## config.mk

```make
export PLATFORM = sky130hd
export DESIGN_NAME = sixbm_matrix
export DESIGN_NICKNAME = d
export VERILOG_FILES = /design/src/sixbm_pkg.sv /design/src/sixbm_arbiter.sv /design/src/sixbm_matrix.sv
export SDC_FILE = /design/constraint.sdc
export NUM_CORES = 2
export LEC_CHECK = 0
export BUFFER_PORTS_ARGS = -buffer_cell sky130_fd_sc_hd__buf_2
export CORE_AREA = 5 5 495 497
export CTS_CLUSTER_SIZE = 16
export DETAILED_ROUTE_END_ITERATION = 10
export DIE_AREA = 0 0 500 502
export PLACE_DENSITY_LB_ADDON = 0.25
export SETUP_SLACK_MARGIN = 0.4
export SLEW_MARGIN = 20
export SYNTH_ARGS = -nofsm -noshare
export SYNTH_HDL_FRONTEND = slang
export SYNTH_SLANG_ARGS = --single-unit
```

## constraint.sdc

```tcl
create_clock -name clk_sys -period 30 [get_ports clk_sys]
set_clock_uncertainty 0.1 [all_clocks]
set_input_delay 1.5 -clock clk_sys [delete_from_list [all_inputs] [get_ports clk_sys]]
set_output_delay 1.5 -clock clk_sys [all_outputs]
set_load 0.05 [all_outputs]
```

## src/sixbm_pkg.sv

```systemverilog
// Shared constants for the six-layer bus matrix
`default_nettype none
package sixbm_pkg;
  // Matrix size
  localparam int NM = 6;
  localparam int NS = 5;
  localparam int SLOTW = 8;

  // Transfer types
  localparam logic [1:0] TR_IDLE   = 2'h0;
  localparam logic [1:0] TR_BUSY   = 2'h1;
  localparam logic [1:0] TR_NONSEQ = 2'h2;
  localparam logic [1:0] TR_SEQ    = 2'h3;

  // Slave indices
  localparam logic [2:0] SL_SRAM0 = 3'h0;
  localparam logic [2:0] SL_SRAM1 = 3'h1;
  localparam logic [2:0] SL_ROM   = 3'h2;
  localparam logic [2:0] SL_EXT   = 3'h3;
  localparam logic [2:0] SL_PERI  = 3'h4;

  // First level decode: 256 MB banks on address bits 31..28
  localparam int BANK_MSB = 31;
  localparam int BANK_LSB = 28;
  localparam logic [3:0] BANK_INT    = 4'h0;
  localparam logic [3:0] BANK_EXT_LO = 4'h1;
  localparam logic [3:0] BANK_EXT_HI = 4'h7;
  localparam logic [3:0] BANK_PERI   = 4'hF;

  // Second level decode inside bank 0: 1 MB areas on bits 27..20
  localparam int AREA_MSB = 27;
  localparam int AREA_LSB = 20;
  localparam logic [7:0] AREA_BOOT  = 8'h00;
  localparam logic [7:0] AREA_ROM   = 8'h01;
  localparam logic [7:0] AREA_SRAM0 = 8'h02;
  localparam logic [7:0] AREA_SRAM1 = 8'h03;
  localparam logic [7:0] AREA_USB   = 8'h05;

  // Which masters may reach each slave, bit m for master m
  localparam logic [NS-1:0][NM-1:0] ACC_TAB = {6'h0F, 6'h3F, 6'h0F, 6'h3F, 6'h3F};
  localparam logic [NM-1:0] ACC_USB = 6'h03;

  // Arbitration settings
  localparam logic       ARB_FIXED = 1'b0;
  localparam logic       ARB_RR    = 1'b1;
  localparam logic [1:0] DEF_NONE  = 2'h0;
  localparam logic [1:0] DEF_LAST  = 2'h1;
  localparam logic [1:0] DEF_FIXED = 2'h2;

  // Boot select value assumed before the pin has been captured
  localparam logic BOOT_ROM_RST = 1'b1;
endpackage
`default_nettype wire

```

## src/sixbm_arbiter.sv

```systemverilog
// Per-slave arbiter with fixed or round-robin choice, default master and slot limit
`timescale 1ns/100ps
`default_nettype none
module sixbm_arbiter #(
  parameter int NM    = sixbm_pkg::NM,
  parameter int SLOTW = sixbm_pkg::SLOTW
) (
  input  wire logic             clk_sys,
  input  wire logic             sys_rst,
  input  wire logic [NM-1:0]    req,
  input  wire logic             rr_mode,
  input  wire logic [1:0]       dflt_mode,
  input  wire logic [2:0]       dflt_master,
  input  wire logic [SLOTW-1:0] slot_limit,
  output logic                  owner_vld,
  output logic [2:0]            owner
);
  logic [2:0]       owner_r;
  logic [2:0]       owner_nxt;
  logic             vld_r;
  logic             vld_nxt;
  logic [2:0]       last_r;
  logic [2:0]       last_nxt;
  logic [SLOTW-1:0] slot_r;
  logic [SLOTW-1:0] slot_nxt;

  // Next owner: hold while requested, break on slot expiry, else pick or park
  always_comb
  begin
    logic       expire;
    logic       hold;
    logic       found;
    logic [2:0] win;
    logic [3:0] k;
    logic [NM-1:0] others;
    expire = 1'b0;
    hold = 1'b0;
    found = 1'b0;
    win = 3'h0;
    k = 4'h0;
    others = req;
    if (vld_r)
      others[owner_r] = 1'b0;
    expire = (slot_limit != '0) && (slot_r >= slot_limit) && (|others);
    hold = vld_r && req[owner_r] && !expire;
    for (int i = 0; i < NM; i++)
    begin
      if (rr_mode == sixbm_pkg::ARB_RR)
      begin
        k = 4'(last_r) + 4'(i) + 4'h1;
        if (k >= 4'(NM))
          k = k - 4'(NM);
      end
      else
        k = 4'(i);
      if (!found && req[k[2:0]] && !(expire && vld_r && k[2:0] == owner_r))
      begin
        found = 1'b1;
        win = k[2:0];
      end
    end
    owner_nxt = owner_r;
    vld_nxt = vld_r;
    last_nxt = last_r;
    slot_nxt = slot_r;
    if (hold)
    begin
      if (slot_r != '1)
        slot_nxt = SLOTW'(slot_r + 1'b1);
    end
    else if (found)
    begin
      owner_nxt = win;
      vld_nxt = 1'b1;
      last_nxt = win;
      slot_nxt = '0;
    end
    else
    begin
      // Parking on a default master saves the arbitration cycle when it returns
      slot_nxt = '0;
      case (dflt_mode)
        sixbm_pkg::DEF_LAST:
        begin
          owner_nxt = last_r;
          vld_nxt = 1'b1;
        end
        sixbm_pkg::DEF_FIXED:
        begin
          owner_nxt = dflt_master;
          vld_nxt = 1'b1;
        end
        default:
          vld_nxt = 1'b0;
      endcase
    end
  end

  // Arbiter state
  always_ff @(posedge clk_sys or posedge sys_rst)
  begin
    if (sys_rst)
    begin
      owner_r <= 3'h0;
      vld_r   <= 1'b0;
      last_r  <= 3'h0;
      slot_r  <= '0;
    end
    else
    begin
      owner_r <= owner_nxt;
      vld_r   <= vld_nxt;
      last_r  <= last_nxt;
      slot_r  <= slot_nxt;
    end
  end

  assign owner_vld = vld_r;
  assign owner     = owner_r;
endmodule
`default_nettype wire

```

## src/sixbm_matrix.sv

```systemverilog
// Six-master, five-slave bus matrix with per-master decode and per-slave arbitration
`timescale 1ns/100ps
`default_nettype none
module sixbm_matrix #(
  parameter int DW    = 32,
  parameter int SLOTW = sixbm_pkg::SLOTW
) (
  input  wire logic                                  clk_sys,
  input  wire logic                                  sys_rst,
  input  wire logic                                  boot_memory_select,
  input  wire logic                                  remap_en,
  input  wire logic [sixbm_pkg::NS-1:0]              arb_rr_mode,
  input  wire logic [sixbm_pkg::NS-1:0][1:0]         arb_dflt_mode,
  input  wire logic [sixbm_pkg::NS-1:0][2:0]         arb_dflt_master,
  input  wire logic [sixbm_pkg::NS-1:0][SLOTW-1:0]   arb_slot_limit,
  input  wire logic [sixbm_pkg::NM-1:0][1:0]         m_htrans,
  input  wire logic [sixbm_pkg::NM-1:0][31:0]        m_haddr,
  input  wire logic [sixbm_pkg::NM-1:0]              m_hwrite,
  input  wire logic [sixbm_pkg::NM-1:0][2:0]         m_hsize,
  input  wire logic [sixbm_pkg::NM-1:0][2:0]         m_hburst,
  input  wire logic [sixbm_pkg::NM-1:0][DW-1:0]      m_hwdata,
  output logic      [sixbm_pkg::NM-1:0]              m_hready,
  output logic      [sixbm_pkg::NM-1:0]              m_hresp,
  output logic      [sixbm_pkg::NM-1:0][DW-1:0]      m_hrdata,
  output logic      [sixbm_pkg::NS-1:0]              s_hsel,
  output logic      [sixbm_pkg::NS-1:0][31:0]        s_haddr,
  output logic      [sixbm_pkg::NS-1:0][1:0]         s_htrans,
  output logic      [sixbm_pkg::NS-1:0]              s_hwrite,
  output logic      [sixbm_pkg::NS-1:0][2:0]         s_hsize,
  output logic      [sixbm_pkg::NS-1:0][2:0]         s_hburst,
  output logic      [sixbm_pkg::NS-1:0][DW-1:0]      s_hwdata,
  output logic      [sixbm_pkg::NS-1:0][2:0]         s_hmaster,
  input  wire logic [sixbm_pkg::NS-1:0]              s_hready,
  input  wire logic [sixbm_pkg::NS-1:0]              s_hresp,
  input  wire logic [sixbm_pkg::NS-1:0][DW-1:0]      s_hrdata,
  output logic                                       boot_from_rom
);
  localparam int NM = sixbm_pkg::NM;
  localparam int NS = sixbm_pkg::NS;

  logic [2:0]                 bsel_sync_r;
  logic [2:0]                 bsel_sync_nxt;
  logic                       bsel_done_r;
  logic                       bsel_done_nxt;
  logic                       boot_rom_r;
  logic                       boot_rom_nxt;
  logic [NM-1:0][2:0]         dec_slv;
  logic [NM-1:0]              dec_hit;
  logic [NM-1:0]              act;
  logic [NS-1:0][NM-1:0]      sreq;
  logic [NS-1:0]              own_vld;
  logic [NS-1:0][2:0]         own;
  logic [NS-1:0]              sdone;
  logic [NM-1:0]              mdone;
  logic [NM-1:0]              m_hready_r;
  logic [NM-1:0]              m_hready_nxt;
  logic [NM-1:0]              m_hresp_r;
  logic [NM-1:0]              m_hresp_nxt;
  logic [NM-1:0][DW-1:0]      m_hrdata_r;
  logic [NM-1:0][DW-1:0]      m_hrdata_nxt;
  logic [NS-1:0]              s_hsel_r;
  logic [NS-1:0]              s_hsel_nxt;
  logic [NS-1:0][31:0]        s_haddr_r;
  logic [NS-1:0][31:0]        s_haddr_nxt;
  logic [NS-1:0][1:0]         s_htrans_r;
  logic [NS-1:0][1:0]         s_htrans_nxt;
  logic [NS-1:0]              s_hwrite_r;
  logic [NS-1:0]              s_hwrite_nxt;
  logic [NS-1:0][2:0]         s_hsize_r;
  logic [NS-1:0][2:0]         s_hsize_nxt;
  logic [NS-1:0][2:0]         s_hburst_r;
  logic [NS-1:0][2:0]         s_hburst_nxt;
  logic [NS-1:0][DW-1:0]      s_hwdata_r;
  logic [NS-1:0][DW-1:0]      s_hwdata_nxt;
  logic [NS-1:0][2:0]         s_hmaster_r;
  logic [NS-1:0][2:0]         s_hmaster_nxt;

  // Boot select capture: pin passes three flops, first stable value is kept
  always_comb
  begin
    bsel_sync_nxt = {bsel_sync_r[1:0], boot_memory_select};
    bsel_done_nxt = bsel_done_r;
    boot_rom_nxt  = boot_rom_r;
    if (!bsel_done_r && (bsel_sync_r[1] == bsel_sync_r[2]))
    begin
      boot_rom_nxt  = bsel_sync_r[2];
      bsel_done_nxt = 1'b1;
    end
  end

  always_ff @(posedge clk_sys or posedge sys_rst)
  begin
    if (sys_rst)
    begin
      bsel_sync_r <= 3'h2; // Stages 1 and 2 disagree until the pin has filled them, no capture of reset junk
      bsel_done_r <= 1'b0;
      boot_rom_r  <= sixbm_pkg::BOOT_ROM_RST;
    end
    else
    begin
      bsel_sync_r <= bsel_sync_nxt;
      bsel_done_r <= bsel_done_nxt;
      boot_rom_r  <= boot_rom_nxt;
    end
  end

  // Per-master decoders, all on the same map; hit also folds in the path table
  always_comb
  begin
    logic [3:0]    bank;
    logic [7:0]    area;
    logic          mapped;
    logic [NM-1:0] acc;
    bank = 4'h0;
    area = 8'h00;
    mapped = 1'b0;
    acc = '0;
    for (int m = 0; m < NM; m++)
    begin
      bank = m_haddr[m][sixbm_pkg::BANK_MSB:sixbm_pkg::BANK_LSB];
      area = m_haddr[m][sixbm_pkg::AREA_MSB:sixbm_pkg::AREA_LSB];
      mapped = 1'b1;
      dec_slv[m] = sixbm_pkg::SL_EXT;
      acc = '0;
      if (bank == sixbm_pkg::BANK_INT)
      begin
        case (area)
          sixbm_pkg::AREA_BOOT:
            dec_slv[m] = remap_en ? sixbm_pkg::SL_SRAM0 : (boot_rom_r ? sixbm_pkg::SL_ROM : sixbm_pkg::SL_EXT);
          sixbm_pkg::AREA_ROM:   dec_slv[m] = sixbm_pkg::SL_ROM;
          sixbm_pkg::AREA_SRAM0: dec_slv[m] = sixbm_pkg::SL_SRAM0;
          sixbm_pkg::AREA_SRAM1: dec_slv[m] = sixbm_pkg::SL_SRAM1;
          sixbm_pkg::AREA_USB:   dec_slv[m] = sixbm_pkg::SL_ROM;
          default:               mapped = 1'b0;
        endcase
      end
      else if (bank == sixbm_pkg::BANK_PERI)
        dec_slv[m] = sixbm_pkg::SL_PERI;
      else if (bank < sixbm_pkg::BANK_EXT_LO || bank > sixbm_pkg::BANK_EXT_HI)
        mapped = 1'b0;
      acc = sixbm_pkg::ACC_TAB[dec_slv[m]];
      if (bank == sixbm_pkg::BANK_INT && area == sixbm_pkg::AREA_USB)
        acc = sixbm_pkg::ACC_USB;
      dec_hit[m] = mapped && acc[m];
      act[m] = m_htrans[m][1];
    end
  end

  // Requests per slave; a request stays up while the master drives NONSEQ or SEQ, a BUSY beat drops it
  always_comb
  begin
    for (int s = 0; s < NS; s++)
      for (int m = 0; m < NM; m++)
        sreq[s][m] = act[m] && dec_hit[m] && (dec_slv[m] == 3'(s));
  end

  // One arbiter per slave, each with its own settings
  for (genvar g = 0; g < NS; g++)
  begin : g_arb
    sixbm_arbiter #(
      .NM    (NM),
      .SLOTW (SLOTW)
    ) u_arb (
      .clk_sys     (clk_sys),
      .sys_rst     (sys_rst),
      .req         (sreq[g]),
      .rr_mode     (arb_rr_mode[g]),
      .dflt_mode   (arb_dflt_mode[g]),
      .dflt_master (arb_dflt_master[g]),
      .slot_limit  (arb_slot_limit[g]),
      .owner_vld   (own_vld[g]),
      .owner       (own[g])
    );
  end

  // Completion of the transfer presented to each slave
  always_comb
  begin
    mdone = '0;
    for (int s = 0; s < NS; s++)
    begin
      sdone[s] = s_hsel_r[s] && s_hready[s];
      if (sdone[s])
        mdone[s_hmaster_r[s]] = 1'b1;
    end
  end

  // Slave side: issue the granted master's request, hold while the slave stalls
  always_comb
  begin
    logic [2:0] o;
    o = 3'h0;
    s_hsel_nxt    = s_hsel_r;
    s_haddr_nxt   = s_haddr_r;
    s_htrans_nxt  = s_htrans_r;
    s_hwrite_nxt  = s_hwrite_r;
    s_hsize_nxt   = s_hsize_r;
    s_hburst_nxt  = s_hburst_r;
    s_hwdata_nxt  = s_hwdata_r;
    s_hmaster_nxt = s_hmaster_r;
    for (int s = 0; s < NS; s++)
    begin
      o = own[s];
      if (!(s_hsel_r[s] && !s_hready[s]))
      begin
        // Masked while the answer is in flight so one request never issues twice
        s_hsel_nxt[s] = own_vld[s] && sreq[s][o] && !mdone[o] && !m_hready_r[o];
        s_htrans_nxt[s] = s_hsel_nxt[s] ? m_htrans[o] : sixbm_pkg::TR_IDLE;
        s_haddr_nxt[s]   = m_haddr[o];
        s_hwrite_nxt[s]  = m_hwrite[o];
        s_hsize_nxt[s]   = m_hsize[o];
        s_hburst_nxt[s]  = m_hburst[o];
        s_hwdata_nxt[s]  = m_hwdata[o];
        s_hmaster_nxt[s] = o;
      end
    end
  end

  // Master side: one-cycle ready with the slave's answer, or an error on a miss
  always_comb
  begin
    m_hready_nxt = '0;
    m_hresp_nxt  = '0;
    m_hrdata_nxt = m_hrdata_r;
    for (int s = 0; s < NS; s++)
    begin
      if (sdone[s])
      begin
        m_hready_nxt[s_hmaster_r[s]] = 1'b1;
        m_hresp_nxt[s_hmaster_r[s]]  = s_hresp[s];
        m_hrdata_nxt[s_hmaster_r[s]] = s_hrdata[s];
      end
    end
    for (int m = 0; m < NM; m++)
    begin
      if (act[m] && !dec_hit[m] && !m_hready_r[m])
      begin
        m_hready_nxt[m] = 1'b1;
        m_hresp_nxt[m]  = 1'b1;
      end
    end
  end

  // Output registers of both sides
  always_ff @(posedge clk_sys or posedge sys_rst)
  begin
    if (sys_rst)
    begin
      m_hready_r  <= '0;
      m_hresp_r   <= '0;
      m_hrdata_r  <= '0;
      s_hsel_r    <= '0;
      s_haddr_r   <= '0;
      s_htrans_r  <= '0;
      s_hwrite_r  <= '0;
      s_hsize_r   <= '0;
      s_hburst_r  <= '0;
      s_hwdata_r  <= '0;
      s_hmaster_r <= '0;
    end
    else
    begin
      m_hready_r  <= m_hready_nxt;
      m_hresp_r   <= m_hresp_nxt;
      m_hrdata_r  <= m_hrdata_nxt;
      s_hsel_r    <= s_hsel_nxt;
      s_haddr_r   <= s_haddr_nxt;
      s_htrans_r  <= s_htrans_nxt;
      s_hwrite_r  <= s_hwrite_nxt;
      s_hsize_r   <= s_hsize_nxt;
      s_hburst_r  <= s_hburst_nxt;
      s_hwdata_r  <= s_hwdata_nxt;
      s_hmaster_r <= s_hmaster_nxt;
    end
  end

  assign m_hready      = m_hready_r;
  assign m_hresp       = m_hresp_r;
  assign m_hrdata      = m_hrdata_r;
  assign s_hsel        = s_hsel_r;
  assign s_haddr       = s_haddr_r;
  assign s_htrans      = s_htrans_r;
  assign s_hwrite      = s_hwrite_r;
  assign s_hsize       = s_hsize_r;
  assign s_hburst      = s_hburst_r;
  assign s_hwdata      = s_hwdata_r;
  assign s_hmaster     = s_hmaster_r;
  assign boot_from_rom = boot_rom_r;
endmodule
`default_nettype wire

```

======== Word-level counts from Yosys, hierarchy flattened ========
Memory sizes are Yosys's and may differ from the RTL's.
Index checks and enable logic that the tools add are counted.
word-level totals
  bits in registers ....................... 669
  ROM bits ................................ 288
  input bits .............................. 682
  output and inout port bits .............. 590
  word-level logic and storage cells ...... 1,177
  memories ................................ 6
memories
  memory            depth  width  read ports  clocked after Yosys merged registers in  wr ports  line                 source
  (name not given)  8      6      1           0                                        0         sixbm_matrix.sv:141  acc = sixbm_pkg::ACC_TAB[dec_slv[m]];
  (name not given)  8      6      1           0                                        0         sixbm_matrix.sv:141
  (name not given)  8      6      1           0                                        0         sixbm_matrix.sv:141
  (name not given)  8      6      1           0                                        0         sixbm_matrix.sv:141
  (name not given)  8      6      1           0                                        0         sixbm_matrix.sv:141
  (name not given)  8      6      1           0                                        0         sixbm_matrix.sv:141
operators by class
  add/sub/neg operators ................... 85
  magnitude comparators ................... 103
  equality and inequality tests ........... 105
  mux-type cells .......................... 432
  bitwise gates (word level) .............. 20
  reduce and logical (&&, ||, !) cells .... 355
operator list
  cell                                                                count
  binary-select mux 32 bit (select 3 bit)                             10
  bitwise mux 192 bit                                                 5
  two-way mux 192 bit                                                 5
  demux 32 bit (select 3 bit)                                         5
  two-way mux 32 bit                                                  15
  two-way mux 3 bit                                                   119
  logical AND 1 bit                                                   201
  less-than comparator 3 x 4 -> 1 bit (second input constant)         46
  binary-select mux 1 bit (select 3 bit)                              50
  two-way mux 1 bit                                                   139
  greater-or-equal comparator 4 x 3 -> 1 bit (second input constant)  30
  two-way mux 6 bit                                                   17
  adder 4 x 1 -> 4 bit (second input constant)                        25
  equality test 8 x 2 -> 1 bit (second input constant)                12
  binary-select mux 3 bit (select 3 bit)                              10
  equality test 3 bit                                                 30
  subtractor 3 bit (second input constant)                            30
  logical NOT 1 bit                                                   88
  two-way mux 8 bit                                                   10
  equality test 8 x 1 -> 1 bit (second input constant)                6
  equality test 8 x 3 -> 1 bit (second input constant)                6
  logical NOT 8 bit                                                   6
  one-hot mux 2 bit (4 select lines)                                  6
  adder 3 x 2 -> 4 bit (second input constant)                        10
  other kinds (36)                                                    219

======== Longest topological paths before layout ========
  depth after elaboration ................. 41
  gate-level depth with buffers ........... 17
  depth with buffers taken out ............ 14

======== Hierarchy ========
A second synthesis with hierarchy kept.
unflattened totals
  cell total of the unflattened synthesis .. 6,247
  area total of the unflattened synthesis .. 58,851.4 µm²
by module, submodules not included
  module                              instances  cells each  area each (µm²)  seq. area each (µm²)
  sixbm_matrix                        1          4,724       46,567.2         14,866.8
  sixbm_arbiter (g_arb[1].u_arb ...)  3          310         2,453.6          375.4
  sixbm_arbiter (g_arb[4].u_arb)      1          301         2,499.9          375.4
  sixbm_arbiter (g_arb[0].u_arb)      1          292         2,423.6          375.4

======== Least setup slack after synthesis ========
Ideal clock, no wire load.
  path kind ............................... input to register
  start ................................... in remap_en
  end ..................................... reg g_arb[3].u_arb.last_r[0]
  library setup time ...................... 125 ps
  arrival time ............................ 4,365 ps
  data required time ...................... 29,775 ps
  slack ................................... 25,410 ps
  stages .................................. 10
  path buffers ............................ 1
  path through ............................ buf_6 or4_4 or3_1 o32a_2 mux4_2 o32a_1 a41o_1 and3b_4 a21boi_2 mux2_2
between the ends
  word-level cells in the longest chain between the ends .. 39
ends and longest elaborated chain
  what                                                                   line                  source
  from (decl)                                                            sixbm_matrix.sv:11    input wire logic remap_en,
  two-way mux 2 bit (*)                                                  sixbm_matrix.sv:129   dec_slv[m] = remap_en ? sixbm_pkg::SL_SRAM0 : (boot_rom_r ? sixbm_pkg::SL_ROM : sixbm_pkg::SL_EXT);
  one-hot mux 2 bit (4 select lines)                                     sixbm_matrix.sv:127   case (area)
  two-way mux 3 bit                                                      sixbm_matrix.sv:125   if (bank == sixbm_pkg::BANK_INT)
  memory (8 x 6 bit)                                                     -
  two-way mux 1 bit (not written as such), or another cell as far along  sixbm_matrix.sv:141
  two-way mux 1 bit, or another cell as far along                        sixbm_matrix.sv:142   if (bank == sixbm_pkg::BANK_INT && area == sixbm_pkg::AREA_USB)
  logical AND 1 bit                                                      sixbm_matrix.sv:144   dec_hit[m] = mapped && acc[m];
  logical AND 1 bit (2 in series)                                        sixbm_matrix.sv:154   sreq[s][m] = act[m] && dec_hit[m] && (dec_slv[m] == 3'(s));
  (+20 left out)                                                         -
  two-way mux 1 bit                                                      sixbm_arbiter.sv:56   if (!found && req[k[2:0]] && !(expire && vld_r && k[2:0] == owner_r))
  logical NOT 1 bit                                                      sixbm_arbiter.sv:56
  logical AND 1 bit (2 in series)                                        sixbm_arbiter.sv:56
  two-way mux 1 bit                                                      sixbm_arbiter.sv:56
  logical NOT 1 bit                                                      sixbm_arbiter.sv:56
  logical AND 1 bit (2 in series)                                        sixbm_arbiter.sv:56
  two-way mux 1 bit                                                      sixbm_arbiter.sv:56
  AND reduction 2 bit (no line)                                          -
  to (signal assigned)                                                   sixbm_arbiter.sv:113  last_r <= last_nxt;
  to (decl)                                                              sixbm_arbiter.sv:22   logic [2:0] last_r;
Mark *: on every way between the ends. The rest lies on a longest branch, timed or not. The select of a mux whose other input is x is not followed.
A chain may end at the register's enable or synchronous reset.

======== Final worst setup path ========
  start ................................... reg g_arb[0].u_arb.last_r[0]
  end ..................................... reg g_arb[0].u_arb.owner_r[0]
between the ends
  word-level cells in the longest chain between the ends .. 31
ends and longest elaborated chain
  what                                                           line                  source
  from (decl)                                                    sixbm_arbiter.sv:22
  from (signal assigned)                                         sixbm_arbiter.sv:113
  branches (longest 31 deep; another with adder 3 x 1 -> 4 bit)  -
  to (signal assigned)                                           sixbm_arbiter.sv:111  owner_r <= owner_nxt;
  to (decl)                                                      sixbm_arbiter.sv:18   logic [2:0] owner_r;
Parallel ways; which one is timed is not known. The select of a mux whose other input is x is not followed.

==> flow_summary_export.csv <==
group,metric,value,unit
floorplan,row_count,180,
global_routing,grt_pass1_wl,512,mm
outcome,outcome,"complete, no violations",
setup_path,worst-path-stages,14,
floorplan,die_h,502,um
cells_and_area,areaGrowthSynthToFinish,21.9,%
hold_path,hp-start,"bsel_sync_r[0]",
global_routing,overflow,0,
setup_path,critPathSlowestCell,"dfrtp_1",
clock_tree,cts.sinks,669,
global_routing,grt_max_degree,110,
synthesis,synth_top_cell_by_area,"dfrtp_1",
timing,drv_slew,0,
clock_tree,post_cts_buffers,0,
synthesis,yosysSeqAreaShare,28.4,%
timing,layout_setup_ws,24.80,ns
power,powerDensity,123,mW/mm2
hold_path,hold_path_class,"reg2reg",
floorplan,initial_core_util,24.6,%
setup_path,critical_path.max_stage_delay,0.79,ns
hold_path,min_path_cells,0,
clock_tree,cts_max_level,3,
clock_tree,tritoncts,"built",
clock_tree,clock-root-buffer,"clkbuf_16",
drt,vias,66800,
synthesis,ys_warn_count,0,
setup_path,critPathMaxFanout,20,
setup_path,cp-end-kind,"flop",
timing,setup_tns,0,ns
synthesis,synth.area.top_cells,"dfrtp_1 28%, mux2i_1 11%, mux4_2 6.6%, nand2_1 5.9%, o21ai_0 5.9%",
cells_and_area,nFillCells,25900,
placement,pre_cts_slack,24.36,ns
placement,place_inst,11200,
global_routing,antenna_found_initial,222,
floorplan,die-area,0.251,mm2
clock_tree,numCtsBuffers,95,
power,vdd_drop_max,84.0,uV
drt,routed_wl,376,mm
clock_tree,path_clk_slew,0.05,ns
flow_run,drv_cap,0,
timing,setup_violations,0,
drt,drt_iter0_drc,7546,
timing,finalCritPeriodShare,17.3,%
synthesis,synthCells,7315,
cells_and_area,drive_gt1_share,23.7,%
synthesis,yosysTopAreaCellShare,28.3,%
drt,drc_errors,0,
drt,ant_nets,0,
drt,wl_per_cell,32.5,um
placement,gp_congestion,0.964,
synthesis,avgSynthCellArea,8.06,um2
clock_tree,clk_latency,0.75,ns
timing,max_slew_margin,13.7,%
power,leakagePower,29.9,nW
floorplan,core,0.240,mm2
synthesis,syn-cell-area,0.0589,mm2
timing,hold_violations,0,
synthesis,synth.most_common_cell,"nand2_1",
timing,max_slew.worst_pin.slew,1.28,ns
setup_path,cp-startpoint,"g_arb[0].u_arb.last_r[0]",
timing,period_minus_slack,5.20,ns
timing,timing.fmax,192,MHz
drt,drt_first_pass_iters,6,
clock_tree,postCtsResizedCells,0,
global_routing,grt_usage,28.4,%
placement,port-buffer-count,1271,
synthesis,yosys.cell_types.count,104,
placement,hpwl,276,mm
floorplan,dieWidth,500,um
setup_path,r2r_start,"g_arb[0].u_arb.last_r[0]",
setup_path,crit_family,"compound AO/OA/AOI/OAI gates",
synthesis,synth-edff-count,0,
synthesis,synthTopCellsByCount,"928 x nand2_1, 797 x nor2_1, 691 x o21ai_0",
global_routing,grt_pass1_vias,61000,
synthesis,ys_seq_elements,669,
setup_path,critPathLaunchType,"flop",
setup_path,cp_num_buf_inv,1,
setup_path,crit_type,"reg2reg",
synthesis,async_reset_ff_share,100,%
clock_tree,holdBufCountCts,0,
drt,viasPerCell,5.79,
cells_and_area,stdcell_count,11500,
clock_tree,clock_path_buffers,3,
synthesis,synth_fp_nets,8110,
floorplan,top_level_ports,1272,
setup_path,worstPathArrival,5.71,ns
setup_path,crit_path_cell_trace,"inv_1, ha_1, ha_1, mux2i_1, nor4_1, a31oi_2, xnor2_1, nor4_1, a31oi_1, o21ai_0, a31oi_1, o221ai_1, nand3b_1, a32o_1",
setup_path,ff2ff_path_depth,14,
setup_path,cp.required,30.50,ns
synthesis,ys.flop_type,"dfrtp_1",
timing,rsz0062_at_grt,"no",
cells_and_area,nets,8926,
[worst reg2reg max path, stage by stage, from the launching register on]
cell,delay [ns]
dfrtp_1,0.79
inv_1,0.20
ha_1,0.53
ha_1,0.29
mux2i_1,0.33
nor4_1,0.13
a31oi_2,0.45
xnor2_1,0.14
nor4_1,0.75
a31oi_1,0.21
o21ai_0,0.37
a31oi_1,0.15
o221ai_1,0.29
nand3b_1,0.12
a32o_1,0.25
[cell usage in the layout, fill, tap and decap left out, types with 115 or more instances in the layout]
cell type | Yosys | layout
nor2_1 | 797 | 780
dfrtp_1 | 667 | 652
nand2_1 | 928 | 923
mux4_2 | 172 | 172
o21a_1 | 144 | 144
buf_2 | 14 | 1271
a211oi_1 | 191 | 190
o221ai_1 | 181 | 181
mux2i_1 | 664 | 664
diode_2 | 0 | 150
inv_1 | 215 | 212
a21oi_1 | 572 | 572
mux2_2 | 115 | 115
o21ai_0 | 691 | 690
[path summary, 6_finish.rpt]
path | to | slack, ns
setup reg to reg | g_arb[0].u_arb.owner[0] | 24.80
min in group asynchronous | s_hwdata[120] | 0.70
hold reg to reg | bsel_sync_r[1] | 0.25
hold / removal | bsel_sync_r[1] | 0.25
setup / recovery | g_arb[0].u_arb.owner[0] | 24.80
max in group asynchronous | m_hrdata[3] | 25.45
[registers in the layout (all words and copies together) (netlist names), 3 cells and up]
signal	count
s_hwrite	5
g_arb.u_arb.last_r	15
g_arb.u_arb.slot_r	40
bsel_sync_r	3
s_haddr	160
g_arb.u_arb.owner_vld	5
s_hwdata	160
s_hburst	15
s_hsize	15
m_hrdata	192
m_hready	6
s_hsel	5
m_hresp	6
g_arb.u_arb.owner	15
s_hmaster	15
s_htrans	10
[area by class of cell]
cell class              instances  area [um2]  area share (%)
multi-input cells            5763       39200            54.6
flip-flops and latches        669       16800            23.4
repair buffers               1382        7280            10.1
well taps                    3185        3990            5.55
clock buffers                 142        2790            3.88
inverters                     220         840            1.17
clock inverters                35         571           0.794
diodes                        150         375           0.523
[stage by stage]
step	hold slack [ns]	utilization (%)	power [W]	area (um2)
after CTS	0.255	29.8	0.00879	71400
after global placement	0.243	28.4	0.00746	68100
after floorplan	0.233	-	0.00546	58900
after detailed placement	0.243	28.4	0.00751	68100
after global routing	0.268	29.9	0.00921	71700
final	0.250	29.9	0.00881	71800
[routing by layer]
metal | track usage, % | vias to the layer above | wire length [um]
met3 | 9.41 | 889 | 42500
met1 | 34.3 | 32800 | 141000
met5 | 0 | - | 519
li1 | - | 28700 | -
met2 | 44.6 | 4326 | 168000
met4 | 15.7 | 80 | 23200
[kinds of logic (layout without fill, tap and decap cells)]
| family | Yosys count | after routing | synth area share [%] |
|---|---|---|---|
| AOI/OAI and AO/OA | 2360 | 2360 | 25.4 |
| and+or+nand+nor | 2251 | 2251 | 16.6 |
| muxes | 952 | 952 | 20.1 |
| buffers and inverters | 883 | 1779 | 5.69 |
| DFF | 669 | 669 | 28.4 |
| adders and majority gates | 113 | 113 | 2.40 |
| xor gates and xnor gates | 87 | 87 | 1.37 |
| other | 0 | 150 | 0 |
[power breakdown]
group          total, W  switching, W  internal [W]
logic           0.00573       0.00409       0.00165
clock network   0.00125      0.000515      0.000731
registers       0.00183      0.000497       0.00133
Note: power is estimated with default switching activity, not from simulation.
